### config.mk
export PLATFORM = sky130hd
export DESIGN_NAME = ash_state_handshake
export DESIGN_NICKNAME = d
export VERILOG_FILES = /design/src/ash_pkg.sv /design/src/ash_state_handshake.sv /design/src/ash_mailbox_lock.sv /design/src/ash_indicator_override.sv
export SDC_FILE = /design/constraint.sdc
export NUM_CORES = 1
export LEC_CHECK = 0
export BUFFER_PORTS_ARGS = -buffer_cell sky130_fd_sc_hd__buf_2
export CORE_MARGIN = 2
export CORE_UTILIZATION = 52
export DETAILED_ROUTE_END_ITERATION = 8
export GPL_ROUTABILITY_DRIVEN = 0
export PLACE_DENSITY = 0.85
export SLEW_MARGIN = 10
export SYNTH_ARGS = -nofsm -noshare
export SYNTH_HDL_FRONTEND = slang
export SYNTH_SLANG_ARGS = --single-unit
### constraint.sdc
create_clock -name i_sys_clk -period 2.23 [get_ports i_sys_clk]
set_input_delay 0.223 -clock i_sys_clk [delete_from_list [all_inputs] [get_ports i_sys_clk]]
set_output_delay 0.223 -clock i_sys_clk [all_outputs]
set_load 0.02 [all_outputs]
### src/ash_pkg.sv
// state handshake package: register map, field layout, reset values, codes
// assumes byte-wide register accesses from both the network side and the host
package ash_pkg;

    // ****************************************
    // register byte addresses
    // ****************************************
    localparam logic [15:0] ADDR_REQ_LO = 16'h0120;
    localparam logic [15:0] ADDR_REQ_HI = 16'h0121;
    localparam logic [15:0] ADDR_STAT_LO = 16'h0130;
    localparam logic [15:0] ADDR_STAT_HI = 16'h0131;
    localparam logic [15:0] ADDR_DIAG_LO = 16'h0134;
    localparam logic [15:0] ADDR_DIAG_HI = 16'h0135;
    localparam logic [15:0] ADDR_RUN = 16'h0138;
    localparam logic [15:0] ADDR_FAULT = 16'h0139;

    // ****************************************
    // field positions and reset values
    // ****************************************
    localparam int STATE_MSB = 3;
    localparam int ERR_BIT = 4;
    localparam int ID_BIT = 5;
    localparam int OVR_EN_BIT = 4;
    localparam logic [5:0] REQ_RESET = 6'h01;
    localparam logic [5:0] STAT_RESET = 6'h01;
    localparam logic [15:0] DIAG_RESET = 16'h0000;
    localparam logic [7:0] OVR_RESET = 8'h00;

    // ****************************************
    // state and indicator codes
    // ****************************************
    localparam logic [3:0] ST_INIT = 4'h1;
    localparam logic [3:0] ST_PREOPERATIONAL_STATE = 4'h2;
    localparam logic [3:0] ST_BOOT = 4'h3;
    localparam logic [3:0] ST_SAFE_OPERATIONAL_STATE = 4'h4;
    localparam logic [3:0] ST_OP = 4'h8;
    localparam logic [3:0] LED_OFF = 4'h0;
    localparam logic [3:0] LED_FLASH1 = 4'h1;
    localparam logic [3:0] LED_BLINK = 4'hD;
    localparam logic [3:0] LED_FLICKER = 4'hE;
    localparam logic [3:0] LED_ON = 4'hF;

    // one byte access: address, write and read strobes, write data
    typedef struct packed {
        logic [15:0] addr;
        logic wr;
        logic rd;
        logic [7:0] wdata;
    } ash_bus_t;

    // images of the readable registers
    typedef struct packed {
        logic [5:0] req;
        logic [5:0] stat;
        logic [15:0] diag;
        logic [7:0] run;
        logic [7:0] fault;
    } ash_regs_t;

    // true for the five defined state codes
    function automatic logic is_valid_state(input logic [3:0] code);
        return (code == ST_INIT) || (code == ST_PREOPERATIONAL_STATE) || (code == ST_BOOT) ||
            (code == ST_SAFE_OPERATIONAL_STATE) || (code == ST_OP);
    endfunction

    // run indicator pattern that belongs to an actual state
    function automatic logic [3:0] state_to_run_code(input logic [3:0] code);
        case (code)
            ST_SAFE_OPERATIONAL_STATE: return LED_FLASH1;
            ST_PREOPERATIONAL_STATE: return LED_BLINK;
            ST_BOOT: return LED_FLICKER;
            ST_OP: return LED_ON;
            default: return LED_OFF;
        endcase
    endfunction

    // byte read mux shared by both access ports, reserved bits zero
    function automatic logic [7:0] read_byte(input logic [15:0] addr, input ash_regs_t r);
        case (addr)
            ADDR_REQ_LO: return {2'h0, r.req};
            ADDR_STAT_LO: return {2'h0, r.stat};
            ADDR_DIAG_LO: return r.diag[7:0];
            ADDR_DIAG_HI: return r.diag[15:8];
            ADDR_RUN: return r.run;
            ADDR_FAULT: return r.fault;
            default: return 8'h00;
        endcase
    endfunction

endpackage

### src/ash_state_handshake.sv
// application layer state handshake registers and indicator overrides
// assumes both access ports are byte wide and synchronous to i_sys_clk
//
// Overview of operation
// - request low nibble holds requested state, reset 1
// - request bit 4 acknowledges error indication
// - request bit 5 asks for device identification
// - without emulation, network writes lock the request
// - request register is open after reset
// - host access to either byte unlocks
// - with emulation, network write copied into status
// - write-ack mode: host write clears event bit
// - otherwise host read clears event bit
// - status low nibble reports actual state, reset 1
// - status bit 4 is the error indication
// - status bit 5 shows identification loaded
// - host writes status only without emulation
// - network status read clears network event bit
// - diagnostic code: host read-write, network read
// - run indicator codes follow the state table
// - override bit 4 enables, reserved bits zero
// - valid status change clears run override enable
// - override readback shows the current indicator code
// - fault indicator codes and enable bit 4
// - new error clears fault override enable
`timescale 1ns/1ps
module ash_state_handshake
    import ash_pkg::*;
(
    // clock and reset
    input wire logic i_sys_clk,
    input wire logic i_rst_n,
    // byte access ports
    input wire ash_bus_t i_net,
    input wire ash_bus_t i_host,
    // configuration
    input wire logic i_emulation,
    input wire logic i_wr_ack_mode,
    // fault indicator inputs
    input wire logic i_new_error,
    input wire logic [3:0] i_fault_auto_code,
    // read answers
    output logic [7:0] o_net_rdata,
    output logic o_net_rvalid,
    output logic [7:0] o_host_rdata,
    output logic o_host_rvalid,
    // event request clears, one-cycle pulses
    output logic o_app_event_clr,
    output logic o_net_event_clr,
    // register state
    output logic o_req_locked,
    output logic [5:0] o_state_request,
    output logic [5:0] o_state_report,
    // indicator codes
    output logic [3:0] o_run_code,
    output logic [3:0] o_fault_code
);

    // ****************************************
    // storage
    // ****************************************
    logic [5:0] req;       // requested state, ack, identification request
    logic [5:0] stat;      // actual state, error indication, id loaded
    logic [15:0] diag;     // diagnostic status code
    logic [5:0] next_req;
    logic [5:0] next_stat;
    logic [15:0] next_diag;
    logic net_accept;      // lock lets a network write through
    logic run_en;
    logic fault_en;
    logic [3:0] run_shown;
    logic [3:0] fault_shown;
    logic [7:0] run_read;
    logic [7:0] fault_read;
    ash_regs_t regs;       // read images for the mux

    // ****************************************
    // address decode
    // ****************************************
    wire net_at_req = (i_net.addr == ADDR_REQ_LO) || (i_net.addr == ADDR_REQ_HI);
    wire net_at_stat = (i_net.addr == ADDR_STAT_LO) || (i_net.addr == ADDR_STAT_HI);
    wire host_at_req = (i_host.addr == ADDR_REQ_LO) || (i_host.addr == ADDR_REQ_HI);
    wire net_req_wr = i_net.wr && net_at_req;
    wire net_req_ok = net_req_wr && net_accept;
    wire net_req_lo_ok = net_req_ok && (i_net.addr == ADDR_REQ_LO);
    wire host_req_access = (i_host.wr || i_host.rd) && host_at_req;
    // status writable by host only while emulation is off
    wire host_stat_lo_wr = i_host.wr && !i_emulation && (i_host.addr == ADDR_STAT_LO);
    wire host_diag_lo_wr = i_host.wr && (i_host.addr == ADDR_DIAG_LO);
    wire host_diag_hi_wr = i_host.wr && (i_host.addr == ADDR_DIAG_HI);
    wire net_run_wr = i_net.wr && (i_net.addr == ADDR_RUN);
    wire host_run_wr = i_host.wr && (i_host.addr == ADDR_RUN);
    wire net_fault_wr = i_net.wr && (i_net.addr == ADDR_FAULT);
    wire host_fault_wr = i_host.wr && (i_host.addr == ADDR_FAULT);

    // ****************************************
    // override write merge, network first on a tie
    // ****************************************
    wire run_wr = net_run_wr || host_run_wr;
    wire [7:0] run_wdata = net_run_wr ? i_net.wdata : i_host.wdata;
    wire fault_wr = net_fault_wr || host_fault_wr;
    wire [7:0] fault_wdata = net_fault_wr ? i_net.wdata : i_host.wdata;

    // ****************************************
    // hardware side effects
    // ****************************************
    // a status change to a defined state code drops the run override
    wire run_clear = (next_stat[STATE_MSB:0] != stat[STATE_MSB:0]) &&
        is_valid_state(next_stat[STATE_MSB:0]);
    // new error: external event or the error indication rising
    wire fault_clear = i_new_error || (next_stat[ERR_BIT] && !stat[ERR_BIT]);
    // event clear by host write or by host read, per acknowledge mode
    wire next_app_clr = host_req_access && (i_wr_ack_mode ? i_host.wr : i_host.rd);
    // network reading status clears its event bit
    wire next_net_clr = i_net.rd && net_at_stat;
    // normal run pattern derived from the actual state
    wire [3:0] run_auto = state_to_run_code(stat[STATE_MSB:0]);

    // ****************************************
    // next values
    // ****************************************
    // request: network low-byte write only; host writes never store
    always_comb begin
        next_req = req;
        if (net_req_lo_ok) begin
            next_req = i_net.wdata[5:0];
        end
    end

    // status: emulation copy of request, else host write
    always_comb begin
        next_stat = stat;
        if (i_emulation) begin
            if (net_req_lo_ok) begin
                next_stat = i_net.wdata[5:0];
            end
        end else if (host_stat_lo_wr) begin
            next_stat = i_host.wdata[5:0];
        end
    end

    // diagnostic code: host writes either byte
    always_comb begin
        next_diag = diag;
        if (host_diag_lo_wr) begin
            next_diag[7:0] = i_host.wdata;
        end
        if (host_diag_hi_wr) begin
            next_diag[15:8] = i_host.wdata;
        end
    end

    // ****************************************
    // register flops
    // ****************************************
    // handshake registers
    always_ff @(posedge i_sys_clk or negedge i_rst_n) begin
        if (!i_rst_n) begin
            req <= REQ_RESET;
            stat <= STAT_RESET;
            diag <= DIAG_RESET;
        end else begin
            req <= next_req;
            stat <= next_stat;
            diag <= next_diag;
        end
    end

    // event pulses and visible copies
    always_ff @(posedge i_sys_clk or negedge i_rst_n) begin
        if (!i_rst_n) begin
            o_app_event_clr <= 1'b0;
            o_net_event_clr <= 1'b0;
            o_state_request <= REQ_RESET;
            o_state_report <= STAT_RESET;
            o_run_code <= LED_OFF;
            o_fault_code <= LED_OFF;
        end else begin
            o_app_event_clr <= next_app_clr;
            o_net_event_clr <= next_net_clr;
            o_state_request <= next_req;
            o_state_report <= next_stat;
            o_run_code <= run_shown;
            o_fault_code <= fault_shown;
        end
    end

    // ****************************************
    // read path
    // ****************************************
    assign regs = '{req: req, stat: stat, diag: diag, run: run_read, fault: fault_read};

    // read data one cycle after the strobe
    always_ff @(posedge i_sys_clk or negedge i_rst_n) begin
        if (!i_rst_n) begin
            o_net_rdata <= 8'h00;
            o_net_rvalid <= 1'b0;
            o_host_rdata <= 8'h00;
            o_host_rvalid <= 1'b0;
        end else begin
            o_net_rvalid <= i_net.rd;
            o_host_rvalid <= i_host.rd;
            if (i_net.rd) begin
                o_net_rdata <= read_byte(i_net.addr, regs);
            end
            if (i_host.rd) begin
                o_host_rdata <= read_byte(i_host.addr, regs);
            end
        end
    end

    // ****************************************
    // submodules
    // ****************************************
    // request mailbox lock
    ash_mailbox_lock u_lock (
        .i_sys_clk(i_sys_clk),
        .i_rst_n(i_rst_n),
        .i_net_wr(net_req_wr),
        .i_host_access(host_req_access),
        .i_emulation(i_emulation),
        .o_accept(net_accept),
        .o_locked(o_req_locked)
    );

    // run indicator override
    ash_indicator_override u_run (
        .i_sys_clk(i_sys_clk),
        .i_rst_n(i_rst_n),
        .i_wr(run_wr),
        .i_wdata(run_wdata),
        .i_hw_clear(run_clear),
        .i_auto_code(run_auto),
        .o_enable(run_en),
        .o_shown_code(run_shown),
        .o_read_value(run_read)
    );

    // fault indicator override
    ash_indicator_override u_fault (
        .i_sys_clk(i_sys_clk),
        .i_rst_n(i_rst_n),
        .i_wr(fault_wr),
        .i_wdata(fault_wdata),
        .i_hw_clear(fault_clear),
        .i_auto_code(i_fault_auto_code),
        .o_enable(fault_en),
        .o_shown_code(fault_shown),
        .o_read_value(fault_read)
    );

    // ****************************************
    // assertions
    // ****************************************
    lock_blocks_write_a: assert property (
        @(posedge i_sys_clk) disable iff (!i_rst_n)
        o_req_locked && !i_emulation && i_net.wr && (i_net.addr == ADDR_REQ_LO)
        |=> $stable(req))
        else $error("locked request changed on network write");

    lock_release_a: assert property (
        @(posedge i_sys_clk) disable iff (!i_rst_n)
        host_req_access && !net_req_wr |=> !o_req_locked)
        else $error("host access did not release lock");

    emul_copy_a: assert property (
        @(posedge i_sys_clk) disable iff (!i_rst_n)
        i_emulation && i_net.wr && (i_net.addr == ADDR_REQ_LO)
        |=> (stat == $past(i_net.wdata[5:0])) && (req == stat))
        else $error("emulation copy missing");

    stat_guard_a: assert property (
        @(posedge i_sys_clk) disable iff (!i_rst_n)
        i_emulation && !net_req_lo_ok |=> $stable(stat))
        else $error("status changed under emulation without request write");

    host_req_write_a: assert property (
        @(posedge i_sys_clk) disable iff (!i_rst_n)
        i_wr_ack_mode && i_host.wr && host_at_req && !net_req_wr
        |=> o_app_event_clr && $stable(req))
        else $error("ack-mode host write misbehaved");

    host_req_read_a: assert property (
        @(posedge i_sys_clk) disable iff (!i_rst_n)
        !i_wr_ack_mode && host_at_req |=> o_app_event_clr == $past(i_host.rd))
        else $error("host read event clear wrong");

    net_stat_read_a: assert property (
        @(posedge i_sys_clk) disable iff (!i_rst_n)
        i_net.rd && net_at_stat |=> o_net_event_clr ##1 !o_net_event_clr || $past(next_net_clr))
        else $error("network event clear pulse missing");

    diag_write_a: assert property (
        @(posedge i_sys_clk) disable iff (!i_rst_n)
        host_diag_lo_wr |=> diag[7:0] == $past(i_host.wdata))
        else $error("diagnostic low byte not written");

    run_clear_a: assert property (
        @(posedge i_sys_clk) disable iff (!i_rst_n)
        run_clear |=> !run_en ##1 o_run_code == $past(run_auto))
        else $error("run override not cleared");

    fault_clear_a: assert property (
        @(posedge i_sys_clk) disable iff (!i_rst_n)
        i_new_error |=> !fault_en)
        else $error("fault override not cleared");

    shown_read_a: assert property (
        @(posedge i_sys_clk) disable iff (!i_rst_n)
        i_net.rd && (i_net.addr == ADDR_RUN) |=> o_net_rdata == {3'h0, $past(run_en),
        $past(run_shown)})
        else $error("run readback is not the shown code");

    diag_high_a: assert property (
        @(posedge i_sys_clk) disable iff (!i_rst_n)
        host_diag_hi_wr |=> diag[15:8] == $past(i_host.wdata))
        else $error("diag high byte lost");

    run_write_a: assert property (
        @(posedge i_sys_clk) disable iff (!i_rst_n)
        run_wr && !run_clear |=> run_en == $past(run_wdata[OVR_EN_BIT]))
        else $error("run enable not written");

    ack_no_read_a: assert property (
        @(posedge i_sys_clk) disable iff (!i_rst_n)
        i_wr_ack_mode && !i_host.wr |=> !o_app_event_clr)
        else $error("event cleared without write");

    net_stat_ro_a: assert property (
        @(posedge i_sys_clk) disable iff (!i_rst_n)
        i_net.wr && net_at_stat && !i_host.wr && !i_emulation |=> $stable(stat))
        else $error("network wrote status");

    lock_set_a: assert property (
        @(posedge i_sys_clk) disable iff (!i_rst_n)
        net_req_ok && !i_emulation |=> o_req_locked)
        else $error("accepted write left lock open");

endmodule

### src/ash_mailbox_lock.sv
// mailbox lock of the state request register
// assumes strobes from logic on the same clock, one cycle each
`timescale 1ns/1ps
module ash_mailbox_lock
    import ash_pkg::*;
(
    // clock and reset
    input wire logic i_sys_clk,
    input wire logic i_rst_n,
    // events
    input wire logic i_net_wr,      // network write to the request register
    input wire logic i_host_access, // host read or write of either byte
    input wire logic i_emulation,   // device emulation on
    // lock state
    output logic o_accept,          // network write would be taken now
    output logic o_locked
);

    logic next_locked;

    // emulation bypasses the lock entirely
    assign o_accept = i_emulation || !o_locked;

    // a taken write locks, host access unlocks; lock wins on a tie
    always_comb begin
        next_locked = o_locked;
        if (i_net_wr && o_accept && !i_emulation) begin
            next_locked = 1'b1;
        end else if (i_host_access) begin
            next_locked = 1'b0;
        end
    end

    // lock flop, open after reset
    always_ff @(posedge i_sys_clk or negedge i_rst_n) begin
        if (!i_rst_n) begin
            o_locked <= 1'b0;
        end else begin
            o_locked <= next_locked;
        end
    end

endmodule

### src/ash_indicator_override.sv
// one indicator override register: code, enable, shown-code readback
// assumes a single merged write strobe from both access sides
`timescale 1ns/1ps
module ash_indicator_override
    import ash_pkg::*;
(
    // clock and reset
    input wire logic i_sys_clk,
    input wire logic i_rst_n,
    // register access
    input wire logic i_wr,
    input wire logic [7:0] i_wdata,
    // hardware clear of the enable and normal pattern
    input wire logic i_hw_clear,
    input wire logic [3:0] i_auto_code,
    // state
    output logic o_enable,
    output logic [3:0] o_shown_code,
    output logic [7:0] o_read_value
);

    logic [3:0] code;

    // shown code: override code when enabled, else the normal pattern
    assign o_shown_code = o_enable ? code : i_auto_code;
    // readback gives the shown code, reserved bits zero
    assign o_read_value = {3'h0, o_enable, o_shown_code};

    // code and enable; the hardware clear beats a same-cycle write
    always_ff @(posedge i_sys_clk or negedge i_rst_n) begin
        if (!i_rst_n) begin
            code <= OVR_RESET[3:0];
            o_enable <= OVR_RESET[OVR_EN_BIT];
        end else begin
            if (i_wr) begin
                code <= i_wdata[3:0];
            end
            if (i_hw_clear) begin
                o_enable <= 1'b0;
            end else if (i_wr) begin
                o_enable <= i_wdata[OVR_EN_BIT];
            end
        end
    end

endmodule

**Word-level counts from Yosys, hierarchy flattened**

Cells that the tools add are included.

- Input port bits: 61
- Logic and storage cells: 98
- Output and inout port bits: 41
- Flip-flop bits (word level): 67

- Reductions and logical operators: 37
- Mux-type cells: 17
- Eq/ne operators: 26

Operators by type and width:

| operator | number |
|---|---|
| 16-bit by 9-bit == test with 1-bit output (second input constant) | 15 |
| 8-bit one-hot mux with 6 select lines | 2 |
| 6-bit 2-to-1 mux | 3 |
| 1-bit logical AND | 17 |
| 4-bit by 2-bit == test with 1-bit output (second input constant) | 4 |
| 4-bit one-hot mux with 4 select lines | 1 |
| 1-bit logical OR | 12 |
| 5-bit 2-to-1 mux | 2 |
| 4-bit by 3-bit == test with 1-bit output (second input constant) | 2 |
| 4-bit == test (second input constant) | 2 |
| 4-bit 2-to-1 mux | 2 |
| 2-bit nonzero test | 4 |
| 1-bit 2-to-1 mux | 7 |
| 4-bit by 1-bit == test with 1-bit output (second input constant) | 1 |
| 4-bit inequality test | 1 |
| 1-bit zero test | 3 |
| 2-bit by 1-bit inequality test with 1-bit output (second input constant) | 1 |
| 2-bit AND reduction | 1 |

**Longest topological paths before layout**

- Word-level depth: 14
- Mapped depth: 10
- Gate-level depth less buffers: 9

**Hierarchy**

A second synthesis with hierarchy kept.

- Cell total of the unflattened synthesis: 379
- Area total of the unflattened synthesis: 4121.5 µm²

By module, submodules not included:

| module | area each (µm²) | instances | seq. area each (µm²) | cells each |
|---|---|---|---|---|
| ash_state_handshake | 3488.3 | 1 | 1403.8 | 326 |
| ash_indicator_override | 292.8 | 2 | 125.1 | 24 |
| ash_mailbox_lock | 47.5 | 1 | 25.0 | 5 |

**Worst setup path before layout**

OpenSTA, ideal clock, no wires.

- Path type: input-to-reg
- Start: input port i_net[19] in the netlist's numbering
- End: register u_run.o_enable
- Setup slack: 0.010 ns
- Data required time: 2.164 ns
- Buffers on the path: 1
- Data arrival time: 2.154 ns
- Stages: 9
- Setup time: 0.066 ns
- Path through: or4b_1 buf_2 nor4_4 nand3_2 o21ai_1 or4b_1 o311ai_1 nand4_1 nand2_1

- Longest elaborated chain between the ends: 14
- Elaborated cells between the ends (all ways): 26
- Those cells by class: eq/ne: 9; mux: 5; reduce/logical: 12

RTL lines:

| item | line | text |
|---|---|---|
| from (decl) | ash_state_handshake.sv:34 | `input wire ash_bus_t i_net,` |
| 16-bit by 9-bit == test with 1-bit output (on tied branches) | ash_state_handshake.sv:80, ash_state_handshake.sv:85 |  |
| 1-bit logical OR | ash_state_handshake.sv:80 | `wire net_at_req = (i_net.addr == ADDR_REQ_LO) \|\| (i_net.addr == ADDR_REQ_HI);` |
| 1-bit logical AND | ash_state_handshake.sv:83 | `wire net_req_wr = i_net.wr && net_at_req;` |
| 1-bit logical AND | ash_state_handshake.sv:84 | `wire net_req_ok = net_req_wr && net_accept;` |
| 1-bit logical AND | ash_state_handshake.sv:85 | `wire net_req_lo_ok = net_req_ok && (i_net.addr == ADDR_REQ_LO);` |
| 6-bit 2-to-1 mux | ash_state_handshake.sv:134 | `if (net_req_lo_ok) begin` |
| 6-bit 2-to-1 mux | ash_state_handshake.sv:133 | `if (i_emulation) begin` |
| 4-bit by 1-bit == test with 1-bit output / 4-bit by 2-bit == test with 1-bit output (equally long branches) | ash_pkg.sv:62 | `return (code == ST_INIT) \|\| (code == ST_PREOPERATIONAL_STATE) \|\| (code == ST_BOOT) \|\|` |
| 1-bit logical OR (3 in series) | ash_pkg.sv:62 |  |
| 1-bit logical OR | ash_pkg.sv:63 | `(code == ST_SAFE_OPERATIONAL_STATE) \|\| (code == ST_OP);` |
| 1-bit logical AND | ash_state_handshake.sv:108 | `wire run_clear = (next_stat[STATE_MSB:0] != stat[STATE_MSB:0]) &&` |
| 1-bit 2-to-1 mux / 2-bit nonzero test (equally long branches) | - |  |
| to (signal assigned) | ash_indicator_override.sv:33 | `o_enable <= OVR_RESET[OVR_EN_BIT];` |
| to (signal assigned) | ash_indicator_override.sv:41 | `o_enable <= i_wdata[OVR_EN_BIT];` |
| to (decl) | ash_indicator_override.sv:17 | `output logic o_enable,` |

Parallel ways exist; a longest one is shown, timed or not. The select of a mux whose other input is x is not followed.
A chain may end at the register's enable or synchronous reset.

**Worst setup path after layout**

- Start: input port i_net[23] in the netlist's numbering
- End: register u_run.o_enable

Same word-level chain as after synthesis.

==> out/results.ini <==
[critical_path]
crit_path_start_kind=primary input
reg2reg_to=o_host_rdata[1]
crit_path_max_incr_delay_ns=0.58
r2r-start=o_state_report[3]
worstRegToRegCells=7
criticalPathCategory=in2reg
path_cells=buf_2 > or4_4 > nor4_4 > nand3_2 > o21ai_1 > or4b_1 > o311ai_1 > nand4_1 > nand2_1
crit_slowest_cell=or4_4
rrSetupSlack_ns=0.10
critPathArrivalTime_ns=2.46
worstPathRequired_ns=2.53
crit_fanout=6
cp-end-kind=register

[timing]
post-route-period-util=0.9677
holdWs_ns=0.09188
clock_skew_ns=0.007686
finalHoldViolCount=0
drv_slew=0
worst_pin_slew_ns=0.6257
fmax_mhz=463.4
setup-violations-final=0
slew_headroom=0.5829
min_period_ns=2.158

[global_routing]
grt_first_pass_wirelength_um=18040
grt_usage=0.3064
grt_max_degree=42
antenna_found_initial=0
overflow=0
grt_pass1_vias=3740

[routing]
viasPerCell=6.156
vias=3817
drt_iter0_drc=574
first_pass_iters=7
routed_wl_um=11520
drtAntennaViolNets=0
routedWlPerCell_um=18.58
drcViolationCount=0

[cells_and_area]
multiInputGateArea_um2=1889
drive_gt1_frac=0.3798
fin_nets=580
area_growth_pct=29.70
regArea_um2=1679
fill_cells=526
n_antenna_cell=0
final_cell_count_no_fill=620

[synthesis]
synth_warnings=0
ys.flop_type=dfrtp_1
ys_seq_area_frac=0.4540
synthesis.instances=388
synth_seq_cells=67
ys_types=54
async_flop_share=1.000
syn_avg_cell_area_um2=9.532
synth_area_um2=3699
synth_edf_count=0
syn_nets=449

[min_path]
hold_end=o_state_request[5]
worstHoldPathType=in2reg
hold_depth=3
min_from=i_net[5]

[power]
p_int_uw=1859
p_leak_uw=0.002330
vdd_drop_max_v=0.0003544
power_density_nw_per_um2=533.1
power.switching_uw=698.0
power_frac_clock=0.406
power_frac_seq=0.488
switching_share=0.2730
comb_power_share=0.106

[clocking]
cts_buffers=9
clock_sinks=67
htree_levels=3
cts_tree=yes
cts-root-buf=clkbuf_8
cts_setup_buffers=0
clock_path_buffers=2
path_clk_slew_ns=0.08
clock_latency_ns=0.36

[floorplan]
dieArea_um2=7803
coreArea_um2=6832
die_h_um=88.34
rows=30
die_w_um=88.34
initial_core_util=0.5414
top_level_ports=102

[placed_design]
dp.cells=603
io_buffer_count=99
hpwlAfterDp_um=8676

[job]
cap_violations=0

[outcome]
status=finished clean

## how the worst max path moves through the flow
| stage | startpoint | to | depth (start not counted) | slack (ns) |
|---|---|---|---|---|
| 6_report | i_net[23] | u_run.o_enable | 9 | 0.07 |
| 3_5_place_dp | i_net[19] | u_run.o_enable | 9 | -0.34 |
| 3_3_place_gp | i_net[19] | u_run.o_enable | 9 | -0.20 |
| 2_1_floorplan | i_net[19] | u_run.o_enable | 9 | 0.01 |
| 5_1_grt | i_net[23] | u_run.o_enable | 11 | -0.0003 |
| 4_1_cts | o_state_report[3] | o_host_rdata[1] | 7 | 0.005 |
## power groups by stage
stage / logic, uW / registers, uW / clock network (uW)
after detailed placement: 261 / 1270 / 0
after global routing: 295 / 1250 / 1080
after floorplan: 85.7 / 1290 / 0
final: 271 / 1250 / 1040
after global placement: 250 / 1270 / 0
after CTS: 264 / 1250 / 1030
## critical path, delay by kind of cell
kind / cells / cell delay [ns]
AO/OA/AOI/OAI: 2 / 0.25
AND/OR/NAND/NOR: 6 / 1.87
buffers and inverters: 1 / 0.10
## sequential cells by signal, indices dropped and copies added, names as in the netlist, 4 cells and up
register and flops:
diag 16, o_fault_code 4, o_host_rdata 8, o_net_rdata 8, o_run_code 4, o_state_report 6, o_state_request 6, u_fault.code 4
u_run.code 4
## layer usage
layer / wire (um) / track usage / share of wire / vias up
met5: 0 / 0 / 0 / -
met4: 516 / 0.1488 / 0.045 / 0
met3: 1286 / 0.06437 / 0.11 / 63
met2: 5368 / 0.5044 / 0.47 / 293
met1: 4349 / 0.3856 / 0.38 / 1775
li1: - / - / - / 1686
## synth_stat cells (3+ instances only)
cell type	count	area share
nor4_1	4	0.0068
nor3_1	4	0.0054
nand3_1	13	0.018
nand4_1	4	0.0068
o21ai_1	3	0.0041
or4b_1	7	0.019
and3_1	6	0.010
nor2b_1	6	0.010
mux2_2	23	0.070
a22oi_1	3	0.0061
a221oi_1	11	0.026
o21ai_0	12	0.016
dfrtp_1	65	0.44
o31ai_1	3	0.0061
a21oi_1	30	0.041
xnor2_1	4	0.0095
a222oi_1	3	0.0081
inv_1	19	0.019
buf_1	3	0.0030
mux2i_1	21	0.057
a211oi_1	3	0.0061
nor2_1	33	0.033
clkbuf_1	15	0.015
o22ai_1	13	0.022
nand2_1	40	0.041
## cells by family after synthesis
kind of cell	after synthesis	synth area share
AO/OA/AOI/OAI	94	0.1634
XOR/XNOR	5	0.01184
AND/OR/NAND/NOR	136	0.1986
multiplexers	44	0.1269
buffers and inverters	42	0.04533
flip-flops	67	0.4540
## final cells by class
type                    count  share of cell area
clock buffers               9             0.02582
clock inverters             7             0.01591
inverters                  20             0.01565
multi-input cells         279              0.3938
flip-flops and latches     67              0.3500
well taps                  96             0.02504
repair buffers            142              0.1737
## repair_timing
action / 4_1_cts / 5_1_grt
endpoints found under the hold margin: 26 / 0
resized for setup: 0 / 7
hold buffers: 1 / 0
setup endpoints to repair: 0 / 2
## metrics by stage
step	setup TNS, ns	util	worst slack [ns]	instance area (um2)	power (uW)
floorplan	0	-	0.009557	3699	1376
global placement	-0.6063	0.6659	-0.1968	4549	1520
detailed placement	-1.628	0.6659	-0.3360	4549	1533
CTS	0	0.6967	0.005248	4760	2545
global route	-0.0003415	0.7022	-0.0003415	4797	2630
finish	0	0.7022	0.07207	4797	2557
## layout by cell type (no fill, tap or decap), drive strengths merged, types with 9 or more instances in the layout
cell type / Yosys / final
buf: 7 / 141
mux2i: 21 / 21
nand3: 14 / 14
dfrtp: 65 / 65
mux2: 23 / 23
o21ai: 16 / 16
inv: 20 / 22
a221oi: 11 / 11
a21oi: 30 / 30
o22ai: 13 / 13
nor2: 34 / 34
nand2: 40 / 40
clkbuf: 15 / 9
(Power assumes the default switching activity.)
